[src/reset_seq_pkg.sv]
// Notes on behaviour
// - Delay strap low 100 us, high 20 ms
// - Delay strap taken at reset rising edge; here taken on the third enabled clock after release
// - Width strap low 8-bit, high 16-bit
// - Reset output low for whole delay
// - After delay, major/minor processing, then run
// - Control bit picks major or minor processing
// - Muxed pins: address 27-30 or select 7-4
// - Muxed pins high-impedance while reset active
// - Boot select 0 driven low at reset
`default_nettype none
package reset_seq_pkg;

    // ------------------------------------------------------------
    // Timing
    // ------------------------------------------------------------
    localparam int CLK_PERIOD_NS     = 10;         // 100 MHz core clock
    localparam int SHORT_DELAY_US    = 100;        // Strap low
    localparam int LONG_DELAY_MS     = 20;         // Strap high
    localparam int SHORT_DELAY_CYC   = (SHORT_DELAY_US * 1000) / CLK_PERIOD_NS;
    localparam int LONG_DELAY_CYC    = (LONG_DELAY_MS * 1000000) / CLK_PERIOD_NS;
    localparam int MAJOR_PROC_CYC    = 16;         // Major processing length
    localparam int MINOR_PROC_CYC    = 4;          // Minor processing length
    localparam int CNT_W             = 24;         // Delay counter width

    // ------------------------------------------------------------
    // Reset values and field positions
    // ------------------------------------------------------------
    localparam logic       BUS16_RST   = 1'b0;     // 8-bit until sampled
    localparam logic       LONG_RST    = 1'b0;     // Short until sampled
    localparam int         MUX_PINS    = 4;        // Muxed pin count
    localparam logic [3:0] MUX_OE_OFF  = 4'hF;     // All pins released

    typedef enum logic [1:0] {
        ST_DELAY,
        ST_PROCESS,
        ST_RUN
    } seq_state_t;

endpackage
`default_nettype wire

[src/seq_if.sv]
`timescale 1ns/100ps
`default_nettype none
// Request and status between sequencer and processing timer
interface seq_if;
    logic start;   // One-cycle start pulse
    logic major;   // Major when high
    logic done;    // One-cycle completion pulse
    modport seq  (output start, output major, input done);
    modport proc (input start, input major, output done);
endinterface
`default_nettype wire

[src/reset_strap_sequencer.sv]
`timescale 1ns/100ps
`default_nettype none
module reset_strap_sequencer
    import reset_seq_pkg::*;
#(
    parameter int SHORT_CYC = SHORT_DELAY_CYC,    // 100 us in cycles
    parameter int LONG_CYC  = LONG_DELAY_CYC      // 20 ms in cycles
)
(
    input  wire logic       mclk,
    input  wire logic       reset_n,              // External reset, async low
    input  wire logic       clk_en,               // Freezes all state when low
    input  wire logic       delay_strap,          // Pin: delay select
    input  wire logic       width_strap,          // Pin: bus width select
    input  wire logic       major_sel,            // Control bit: 1 major
    input  wire logic [3:0] mux_out,              // Core drive for muxed pins
    output logic            reset_out_n,          // Reset output, low active
    output logic            core_run,             // Core released
    output logic            bus16,                // 1: 16-bit data bus
    output logic            long_delay,           // Latched delay strap
    output logic            boot_sel_n,           // Boot select 0
    output logic            boot_sel_oe_n,        // Boot select enable, low drives
    output logic [3:0]      mux_pin_o,            // addr27..30_or_sel7..4_n data
    output logic [3:0]      mux_pin_oe_n          // Low while driving
);

    // ------------------------------------------------------------
    // Strap synchronisers
    // ------------------------------------------------------------
    logic [1:0] dly_sync_r;    // Delay strap, two flops
    logic [1:0] wid_sync_r;    // Width strap, two flops
    logic       first_take;    // High on the enabled cycle that captures the straps, the third after release

    // Two flops before any logic reads the pins
    always_ff @(posedge mclk or negedge reset_n)
    begin
        if (!reset_n)
        begin
            dly_sync_r <= 2'h0;
            wid_sync_r <= 2'h0;
        end
        else if (clk_en)
        begin
            dly_sync_r <= {dly_sync_r[0], delay_strap};
            wid_sync_r <= {wid_sync_r[0], width_strap};
        end
    end

    // ------------------------------------------------------------
    // Strap capture after release
    // ------------------------------------------------------------
    logic [1:0] cap_cnt_r;     // Waits for synchronisers to fill
    logic       captured_r;    // Straps taken

    // Counts two enabled edges so both sync stages hold pin data
    always_ff @(posedge mclk or negedge reset_n)
    begin
        if (!reset_n)
            cap_cnt_r <= 2'h0;
        else if (clk_en && cap_cnt_r != 2'h2)
            cap_cnt_r <= cap_cnt_r + 2'h1;
    end

    // Caught by a clocked process, never by the async reset itself
    always_ff @(posedge mclk or negedge reset_n)
    begin
        if (!reset_n)
        begin
            long_delay <= LONG_RST;
            bus16      <= BUS16_RST;
            captured_r <= 1'b0;
        end
        else if (clk_en && !captured_r && cap_cnt_r == 2'h2)
        begin
            long_delay <= dly_sync_r[1];
            bus16      <= wid_sync_r[1];
            captured_r <= 1'b1;
        end
    end

    assign first_take = clk_en && !captured_r && cap_cnt_r == 2'h2;

    // ------------------------------------------------------------
    // Delay counter and sequence
    // ------------------------------------------------------------
    seq_state_t       state_r;     // Sequence state
    logic [CNT_W-1:0] cnt_r;       // Elapsed delay cycles
    logic [CNT_W-1:0] term;        // Terminal count
    logic             start_r;     // Processing start pulse
    seq_if            pif ();

    assign term = long_delay ? CNT_W'(LONG_CYC - 1) : CNT_W'(SHORT_CYC - 1);

    // Count only once straps are in, so the right limit is used
    always_ff @(posedge mclk or negedge reset_n)
    begin
        if (!reset_n)
        begin
            state_r <= ST_DELAY;
            cnt_r   <= '0;
            start_r <= 1'b0;
        end
        else if (clk_en)
        begin
            start_r <= 1'b0;
            case (state_r)
                ST_DELAY:
                begin
                    if (captured_r && !first_take)
                    begin
                        if (cnt_r >= term)
                        begin
                            state_r <= ST_PROCESS;
                            start_r <= 1'b1;
                        end
                        else
                            cnt_r <= cnt_r + CNT_W'(1);
                    end
                end
                ST_PROCESS:
                begin
                    if (pif.done)
                        state_r <= ST_RUN;
                end
                ST_RUN:
                    state_r <= ST_RUN;
                default:
                    state_r <= ST_DELAY;
            endcase
        end
    end

    assign pif.start = start_r;
    assign pif.major = major_sel;

    reset_proc_timer u_proc (
        .mclk    (mclk),
        .reset_n (reset_n),
        .clk_en  (clk_en),
        .bus     (pif)
    );

    // ------------------------------------------------------------
    // Pin outputs
    // ------------------------------------------------------------
    logic rst_out_r;   // Registered reset output

    // Registered so a state decode glitch never reaches the pin
    always_ff @(posedge mclk or negedge reset_n)
    begin
        if (!reset_n)
            rst_out_r <= 1'b0;
        else if (clk_en)
            rst_out_r <= (state_r != ST_DELAY);
    end

    assign reset_out_n   = rst_out_r;
    assign core_run      = (state_r == ST_RUN);
    // Board pulls decide the pin level while released
    assign mux_pin_oe_n  = core_run ? 4'h0 : MUX_OE_OFF;
    assign mux_pin_o     = core_run ? mux_out : 4'h0;
    // Boot fetch from external memory needs select 0 asserted
    assign boot_sel_n    = 1'b0;
    assign boot_sel_oe_n = 1'b0;

    // ------------------------------------------------------------
    // Checks
    // ------------------------------------------------------------
    int unsigned hold_cnt_r;   // Cycles reset output has been low

    // Counts only enabled cycles, as the delay counter does
    always_ff @(posedge mclk or negedge reset_n)
    begin
        if (!reset_n)
            hold_cnt_r <= 0;
        else if (clk_en && !reset_out_n)
            hold_cnt_r <= hold_cnt_r + 1;
    end
endmodule
`default_nettype wire

[src/reset_proc_timer.sv]
`timescale 1ns/100ps
`default_nettype none
module reset_proc_timer
    import reset_seq_pkg::*;
(
    input  wire logic mclk,
    input  wire logic reset_n,
    input  wire logic clk_en,
    seq_if.proc       bus
);

    logic [4:0] left_r;   // Cycles remaining
    logic       busy_r;   // Processing in progress
    logic       done_r;   // Completion pulse

    // ------------------------------------------------------------
    // Major or minor processing countdown
    // ------------------------------------------------------------
    always_ff @(posedge mclk or negedge reset_n)
    begin
        if (!reset_n)
        begin
            left_r <= 5'h00;
            busy_r <= 1'b0;
            done_r <= 1'b0;
        end
        else if (clk_en)
        begin
            done_r <= 1'b0;
            if (bus.start)
            begin
                // Major sequence is longer: it reinitialises more state
                left_r <= bus.major ? 5'(MAJOR_PROC_CYC - 1) : 5'(MINOR_PROC_CYC - 1);
                busy_r <= 1'b1;
            end
            else if (busy_r)
            begin
                if (left_r == 5'h00)
                begin
                    busy_r <= 1'b0;
                    done_r <= 1'b1;
                end
                else
                begin
                    left_r <= left_r - 5'h01;
                end
            end
        end
    end

    assign bus.done = done_r;

endmodule
`default_nettype wire

[config.mk]
export PLATFORM = sky130hd
export DESIGN_NAME = reset_strap_sequencer
export DESIGN_NICKNAME = d
export VERILOG_FILES = /design/src/reset_seq_pkg.sv /design/src/seq_if.sv /design/src/reset_strap_sequencer.sv /design/src/reset_proc_timer.sv
export SDC_FILE = /design/constraint.sdc
export NUM_CORES = 1
export LEC_CHECK = 0
export BUFFER_PORTS_ARGS = -buffer_cell sky130_fd_sc_hd__buf_2
export CAP_MARGIN = 0
export CORE_MARGIN = 4
export CORE_UTILIZATION = 55
export CTS_BUF_LIST = sky130_fd_sc_hd__clkbuf_8
export CTS_CLUSTER_DIAMETER = 200
export DETAILED_ROUTE_END_ITERATION = 10
export GPL_ROUTABILITY_DRIVEN = 1
export PLACE_DENSITY = 0.78
export SLEW_MARGIN = 20
export SYNTH_ARGS = -nofsm -noshare
export SYNTH_HDL_FRONTEND = slang
export SYNTH_SLANG_ARGS = --single-unit
[constraint.sdc]
create_clock -name mclk -period 2.5 [get_ports mclk]
set_input_delay 0.5 -clock mclk [delete_from_list [all_inputs] [get_ports mclk]]
set_output_delay 0.5 -clock mclk [all_outputs]
set_load 0.02 [all_outputs]
# After elaboration in Yosys (flattened, before gate mapping)
# Index checks and enable logic that the tools add are counted.
# word_totals
ff_bits	44
latchBits	0
ramBits	0
mem_bits_ro	0
out_inout_bits	14
memories	0
# op_classes
n_addsub	3
n_mul	0
n_div	0
n_lt_le_gt_ge	1
eq_ne	8
shifts	0
n_mux	20
bitwise_logic	1
n_reduce_logical	13
# op_table
op	n
adder 24 x 1 -> 24 bit (second input constant)	1
greater-or-equal comparator 24 x 21 -> 1 bit	1
two-way mux 21 bit	1
two-way mux 5 bit	3
two-way mux 4 bit	3
two-way mux 1 bit	9
inequality test 2 bit (second input constant)	4
AND reduction 4 bit	2
two-way mux 2 bit	3
case mux 2 bit (3 select lines)	1
zero test 5 bit	1
subtractor 5 x 1 -> 5 bit (second input constant)	1
equality test 2 bit (second input constant)	2
logical AND 1 bit	4
nonzero test 2 bit	2
AND reduction 3 bit	1
adder 2 x 1 -> 2 bit (second input constant)	1
equality test 2 x 1 -> 1 bit (second input constant)	1
zero test 1 bit	2
zero test 2 bit	1
inequality test 2 x 1 -> 1 bit (second input constant)	1
NOT 1 bit	1

# Longest topological paths before layout
# Gate-level depths: netlist (run 1).
# logic_depth
ltp_word	7
mapped_depth	10
ltp_nobuf	8

# By module
# Synthesis (run 1) repeated with hierarchy kept, for this count alone.
# unflattened
hier_cells	232
area_unflattened_um2	2518.7
# modules_own_cells
mod	n_inst	cells_each	area_each_um2	seq_area_each_um2
reset_strap_sequencer	1	191	2119.5	925.9
reset_proc_timer	1	41	399.1	175.2

# Worst setup path before layout (run 1)
# Ideal clock, no wire load.
# synth_path
path_kind	register to register
from	register long_delay
to	register state_r[1]
arrival_ns	2.519
t_required_ns	2.375
path_slack_ns	-0.143
path_stages_with_launch	9
path_buffers	0
synth_period_minus_slack_ns	2.643
cell_sequence	dfrtp_1 inv_1 ha_1 and4bb_2 nand4_1 a311oi_2 o31ai_1 a211oi_1 mux2_2
# synth_between
elab_chain_cells	4
# synth_rtl
element	line_no	source
from (decl)	reset_strap_sequencer.sv:20	output logic long_delay,
from (signal assigned)	reset_strap_sequencer.sv:75	long_delay <= dly_sync_r[1];
two-way mux 21 bit	reset_strap_sequencer.sv:92	assign term = long_delay ? CNT_W'(LONG_CYC - 1) : CNT_W'(SHORT_CYC - 1);
greater-or-equal comparator 24 x 21 -> 1 bit	reset_strap_sequencer.sv:111	if (cnt_r >= term)
inequality test 2 bit (no line)	--	
AND reduction 4 bit (no line)	--	
to (signal assigned)	reset_strap_sequencer.sv:99	state_r <= ST_DELAY;
to (signal assigned)	reset_strap_sequencer.sv:113	state_r <= ST_PROCESS;
to (signal assigned)	reset_strap_sequencer.sv:123	state_r <= ST_RUN;
to (decl)	reset_strap_sequencer.sv:86	seq_state_t state_r;
# No other way between the ends.
# A chain may end at the register's enable or synchronous reset.

# Worst setup path after layout (run 1)
# Ends and elaborated chain as after synthesis.

==> metrics.md, run 1 <==
| Metric | Value |
|---|---|
| Reg-to-Reg Start | long_delay |
| R2R Path End | state_r[1] |
| DRC viols | 0 |
| Worst-margin pin slew | slightly above 500 ps |
| Final Net Count | 296 |
| Largest family of logic cells by synthesized area | simple AND/OR/NAND/NOR gates |
| CTS Root Cell | clkbuf_8 |
| Max Cap Viol | 0 |
| Clock transition at path regs | about 90 ps |
| Via-to-Cell Ratio | around 5.7 |
| CP delay by family, top | compound AO/OA/AOI/OAI gates |
| Synth Area per Inst | approximately 10 µm² |
| Fill cells | 259 |
| Total global routing overflow | 0 |
| Outcome | finished with violations |
| Yosys warnings | 0 |
| Setup Skew | approximately 7 ps |
| Pwr dens | around 770 mW/mm² |
| Die Area | between 0.005 and 0.006 mm² |
| HPWL Detailed | approximately 3500 µm |
| Worst setup EP type | register |
| Cell Area, Placed | roughly 0.0026 mm² |
| Total placed cells including tap cells | ~300 |
| Layout cell share with drive strength beyond 1 | 0.346 |
| Sequential Power Share | 0.389 |
| Antenna diode count | 0 |
| Switching power | 0.880 mW |
| Post-synth EDFFs | 0 |
| Area grow syn2layout | 26.6% |
| CTS tree | built |
| Max Clk Rate | roughly 0.38 GHz |
| Asr flop ratio synth | 1.00 |
| Num rows | 23 |
| Non-Filler Instances | about 320 |
| Drt wl/cell | about 18 µm |
| Clock Power Share | 0.206 |
| Ports | 24 |
| H-Tree Depth | 2 |
| PnR worst setup slack | -144 ps |
| Worst-Skew Late Latency | ~310 ps |
| Setup CP Type | reg -> reg |
| First-pass GRT wire length | 7850 µm |
| CTS buffer count | 5 |
| Cts hold-fix bufs | 0 |
| Layout Cell Area excl Fill | just over 0.003 mm² |
| Max VDD drop | between 0.3 and 0.4 mV |
| RSZ-0062 raised after global routing | yes |
| IO Port Bufs | 21 |
| Vias after detailed routing | 1833 |
| Clk buf depth | 2 |
| Mapped Area | ~0.0024 mm² |
| Xor/xnor share of the synthesized area | 0.0791 |
| Wirelength, routed | around 5600 µm |
| Die Height | about 75 µm |
| Most common cell after layout, fill and taps aside | dfrtp_1 |
| Worst min path class | in -> async |
| Syn Inst Count | 233 |
| WP data required | around 2700 ps |
| GP Congestion | between 0.8 and 0.9 |
| Main flop type after synthesis | dfrtp_1 |
| TNS Setup | -314 ps |
| Initial antenna violation count | 0 |
| Met1 usage | 0.236 |
| Post-synthesis mux area share | 0.0324 |
| Pin count of the biggest net entering global routing | 18 |
| GRT busiest layer | met2 |
| Worst Path Arrival | 2850 ps |
| Router iterations before antenna repair | 4 |
| Failing checks | negative setup slack |
| Max-slew violations | 0 |
| Fin. Hold Viols | 0 |
| Relative slew slack | 0.657 |
| Area share of fa/ha/maj cells after synthesis | 0.0924 |
| Most frequent cells in the layout | dfrtp_1, buf_2, nand2_1 |
| Crit Path Max Fanout | 5 |
| Cell internal pwr | 1.49 mW |
| P_leak | between 1 and 1.5 nW |
| Seq/Total Area, Yosys | 0.452 |
| Flop and latch count out of synthesis | 44 |
| Logic pwr share | 0.404 |
| Buffer and inverter count on the worst path | 3 |
| Register area | 0.00110 mm² |
| Initial Utilization | 0.588 |
| Final min period | about 2600 ps |
| Die X | roughly 75 µm |
| Multi-input gate area | between 0.001 and 0.0015 mm² |
| Initial drt markers | between 70 and 80 |
| GR Util met3 | 0.0405 |
| Compound-gate portion of the synthesized area | 0.0853 |
| Worst path slowest cell | a311oi_2 |
| Crit start category | register |
| Worst-path cell chain | clkinvlp_4 > buf_12 > buf_6 > ha_4 > and4bb_2 > nand4_1 > a311oi_2 > o31ai_2 > a211oi_2 > mux2_4 |
| Count of different cell masters after synthesis | 45 |
| Final setup fails | 7 |
| GR Util All Layers | 0.187 |
| Crit share post-route | 1.06 |
| Net Sw Frac | 0.371 |
| Flop2flop setup slack | -140 ps |
| Core area | between 0.004 and 0.005 mm² |
| Vias in the first global route | about 1700 |
| Area share of and/or/nand/nor cells after synthesis | 0.203 |
| FF-to-FF path depth | 10 |
| DRT antenna net count | 0 |
| Clock sink count | 44 |
| Worst slack at placement | -36.3 ps |
| M2 GR Usage | 0.322 |
| Total power draw | approximately 2.4 mW |
| Max incr delay on CP | 400 ps |
## registers in the layout, summed over array words and instances (netlist names), 2 cells and up
register	count
cnt_r	24
u_proc.left_r	5
cap_cnt_r	2
dly_sync_r	2
state_r	2
wid_sync_r	2
## timing repair
| action | 4_1_cts | 5_1_grt |
|---|---|---|
| resized for setup | 7 | 42 |
| pin swaps | 0 | 33 |
| buffers inserted | 0 | 8 |
| endpoints found under the setup margin | 5 | 17 |
| hold endpoints to repair | 0 | 0 |
| cloned | 0 | 1 |
## power groups by stage
stage	Sequential, mW	Combinational, mW	Clock, mW
final	0.924	0.958	0.490
after global routing	0.940	1.04	0.523
after CTS	0.923	0.730	0.492
after detailed placement	0.933	0.706	0
after global placement	0.926	0.675	0
after floorplan	0.929	0.525	0
## how the worst max path moves through the flow
stage	startpoint	endpoint	slack, ps	depth (start not counted)
2_1_floorplan	long_delay	state_r[1]	20	8
3_3_place_gp	long_delay	cnt_r[20]	50	9
3_5_place_dp	long_delay	cnt_r[20]	-40	9
4_1_cts	long_delay	cnt_r[15]	-10	9
5_1_grt	long_delay	state_r[1]	-210	10
6_report	long_delay	state_r[1]	-140	10
## cell usage after synthesis (3+ instances only)
library cell	number	area, µm²
and3_1	7	43.8
clkbuf_1	4	15.0
ha_1	18	225
and2_1	4	25.0
nor2b_1	3	18.8
nor4_1	3	18.8
nand2_1	17	63.8
nor3_1	3	15.0
o21ai_0	8	40.0
xor2_1	10	87.6
nand4_1	5	31.3
a21o_1	3	22.5
dfrtp_1	44	1100
xnor2_1	12	105
buf_4	5	37.5
nor2_1	13	48.8
inv_1	13	48.8
or3_1	3	18.8
a21oi_1	8	40.0
mux2_2	7	78.8
nand3_1	11	55.1
nor4_2	4	50.1
## area by class of cell
type                    instances  share of cell area
repair buffers                 40              0.0990
clock inverters                 2             0.00487
clock buffers                   6              0.0268
flip-flops and latches         44               0.357
multi-input cells             164               0.475
well taps                      50              0.0203
inverters                      13              0.0170
## worst register-to-register path: cells and delay by family (launching register included)
family,cells,cell delay (ps)
buf+inv,3,370
simple gates,2,320
mux,1,330
fa+ha+maj,1,260
flops,1,390
compound gates,3,850
## metal layers
layer	up-vias	wire length (µm)
li1	882	-
met1	903	2420
met2	34	2860
met3	14	181
met4	0	155
met5	-	0
## stage by stage
step           hold slack, ps  utilization
5_1_grt                  89.4        0.744
2_1_floorplan             204            -
6_report                 70.5        0.744
3_3_place_gp              388        0.628
3_5_place_dp              394        0.628
4_1_cts                  77.3        0.663
## cells by family after synthesis
family | after synthesis
compound gates | 31
simple gates | 84
other cells | 1
xor+xnor | 22
buf+inv | 26
fa+ha+maj | 18
flops | 44
mux | 7
Note: power is estimated with default switching activity, not from simulation.
==> run 2, diff against run 1 <==
--- a/config.mk
+++ b/config.mk
@@ -16,2 +16,3 @@
 export PLACE_DENSITY = 0.78
+export SETUP_SLACK_MARGIN = 0.02
 export SLEW_MARGIN = 20
==> constraint.sdc (replaced) <==
create_clock -name mclk -period 2.5 [get_ports mclk]
set_input_delay 0.375 -clock mclk [delete_from_list [all_inputs] [get_ports mclk]]
set_output_delay 0.375 -clock mclk [all_outputs]
set_load 0.02 [all_outputs]
==> run 2 against run 1 <==
Against the previous run:
- the flow now finishes without violations
- die area stayed put
- sequential power up 2%
- global-route usage decreased by 0.15 points
- sequential cell count is the same
- first-iteration DRC count is 27% higher
- clock skew is 1.3 ps higher
- non-clock buffer count is 5 lower
==> metrics.md, run 2 (synthesis gave the netlist of run 1 again) <==
| Metric | Value |
|---|---|
| Antenna diode count | 0 (unchanged) |
| GR Util All Layers | 0.186 (-0.00152) |
| Fill cells | 288 (+11%) |
| Crit Path Max Fanout | 8 (+3) |
| Flop2flop setup slack | 50 ps (+190 ps) |
| Crit share post-route | 0.981 (-0.0763) |
| Max VDD drop | 0.348 mV (-6.4%) |
| Util after Layout | 0.707 (-0.0377) |
| Area grow syn2layout | 20.2% |
| Vias after detailed routing | 1820 (-0.71%) |
| Worst setup EP type | register |
| Die Area | 0.00556 mm² (unchanged) |
| Initial antenna violation count | 0 (unchanged) |
| Initial drt markers | 100 (+27%) |
| FF-to-FF path depth | 8 (-2) |
| TNS Setup | 0 ps (+314 ps) |
| Total power draw | 2.20 mW (-7.2%) |
| H-Tree Depth | 2 (unchanged) |
| First-pass GRT wire length | 7970 µm (+1.6%) |
| HPWL Detailed | 3490 µm (-0.50%) |
| Total global routing overflow | 0 (unchanged) |
| Core area | 0.00414 mm² (unchanged) |
| Router iterations before antenna repair | 4 (unchanged) |
| Cts hold-fix bufs | 0 (unchanged) |
| R2R Path End | cnt_r[20] |
| CTS tree | built |
| Most frequent cells in the layout | dfrtp_1, buf_2, nand2_1 |
| Largest reg by FF count | cnt_r |
| Wirelength, routed | 5070 µm (-9.8%) |
| Worst-margin pin slew | 547 ps (+34.8 ps) |
| Clock transition at path regs | 90 ps (about the same) |
| Setup Skew | 8.12 ps (+1.29 ps) |
| Register area | 0.00110 mm² (unchanged) |
| WP data required | 2670 ps (-30 ps) |
| CTS buffer count | 5 (unchanged) |
| Setup CP Type | reg -> reg |
| Pwr dens | 752 mW/mm² (-2.2%) |
| Worst min path class | in -> async |
| Ports | 24 (unchanged) |
| Max reg flops | 24 (unchanged) |
| Initial Utilization | 0.588 (unchanged) |
| Die Height | 74.6 µm (unchanged) |
| IO Port Bufs | 21 (unchanged) |
| P_leak | 1.42 nW (-4.3%) |
| Fin. Hold Viols | 0 (unchanged) |
| Pin count of the biggest net entering global routing | 24 (+6) |
| Multi-input gate area | 0.00138 mm² (-5.6%) |
| Max-slew violations | 0 (unchanged) |
| RSZ-0062 raised after global routing | yes |
| Most common cell after layout, fill and taps aside | dfrtp_1 |
| Top flop regs | cnt_r (24), u_proc.left_r (5) |
| Reg-to-Reg Start | long_delay |
| Max Clk Rate | 0.408 GHz (+7.8%) |
| Drt wl/cell | 16.1 µm (-8.3%) |
| Relative slew slack | 0.635 (-0.0224) |
| Clk buf depth | 2 (unchanged) |
| CTS Root Cell | clkbuf_8 |
| Outcome | completed |
| Final setup fails | 0 (-7) |
| Layout cell share with drive strength beyond 1 | 0.299 (-0.0465) |
| Die X | 74.6 µm (unchanged) |
| DRC viols | 0 (unchanged) |
| GP Congestion | 0.870 (+4.3%) |
| Clock sink count | 44 (unchanged) |
| Final min period | 2450 ps (-191 ps) |
| DRT antenna net count | 0 (unchanged) |
| Vias in the first global route | 1755 (+2.3%) |
| Crit start category | register |
| Via-to-Cell Ratio | 5.80 (+0.87%) |
| Max Cap Viol | 0 (unchanged) |
| Num rows | 23 (unchanged) |
| Worst-Skew Late Latency | 290 ps (-20 ps) |
| Worst Path Arrival | 2620 ps (-230 ps) |
| Final Net Count | 291 (-1.7%) |
## run 2: cell types whose count changed in the layout (fill, tap and decap cells not counted), sizes merged
cell	change
buf	-5
clkbuf	-1
clkinv	+1
clkinvlp	-2
inv	+2
## run 2: cell type report
cell class / count / share of cell area
clock buffers: 5 / 0.0235
multi-input cells: 164 / 0.472
well taps: 50 / 0.0214
inverters: 13 / 0.0192
flip-flops and latches: 44 / 0.376
repair buffers: 35 / 0.0821
clock inverters: 3 / 0.00556
## run 2: what timing repair did
item,4_1_cts,5_1_grt
pin swaps,0,8
gates cloned,0,1
buffers inserted,2,4
gates resized for setup,1,28
endpoints found under the setup margin,6,11
## run 2: how the worst max path moves through the flow
stage	startpoint	end	slack [ps]
finish	long_delay	cnt_r[20]	50
global route	long_delay	state_r[1]	-30
CTS	long_delay	cnt_r[20]	30
detailed placement	long_delay	cnt_r[20]	4
global placement	long_delay	cnt_r[20]	90
floorplan	long_delay	state_r[1]	80
## run 2: per-layer routing
layer  wire, µm  track usage  vias to the layer above
li1           -            -                      865
met4         95       0.0692                        0
met3        142       0.0446                       12
met1       2310        0.237                      908
met2       2520        0.307                       35
met5          0            0                        -
## run 2: power breakdown
group	total, mW	leakage (nW)	internal, mW	switching (mW)
Clock	0.425	0.0453	0.191	0.234
Combinational	0.837	0.820	0.364	0.473
Sequential	0.939	0.554	0.824	0.115
Total	2.20	1.42	1.38	0.822
## run 2: worst max-delay path, cell delays in order (launching register included)
cell     delay [ps]
dfrtp_2         480
ha_1            330
a211o_1         310
a21oi_2         190
a21oi_2          80
or3_4           410
buf_12          170
nor4_4          270
xnor2_1         100
## run 2: through the flow
stage               area (µm²)  setup slack (ps)  hold slack, ps  instances
global route              2930             -26.2            82.8        314
floorplan                 2440              81.7            79.4        234
finish                    2930              46.5            59.5        314
global placement          2580              85.2             382        299
CTS                       2680              33.7            64.2        309
detailed placement        2580              4.10             386        299
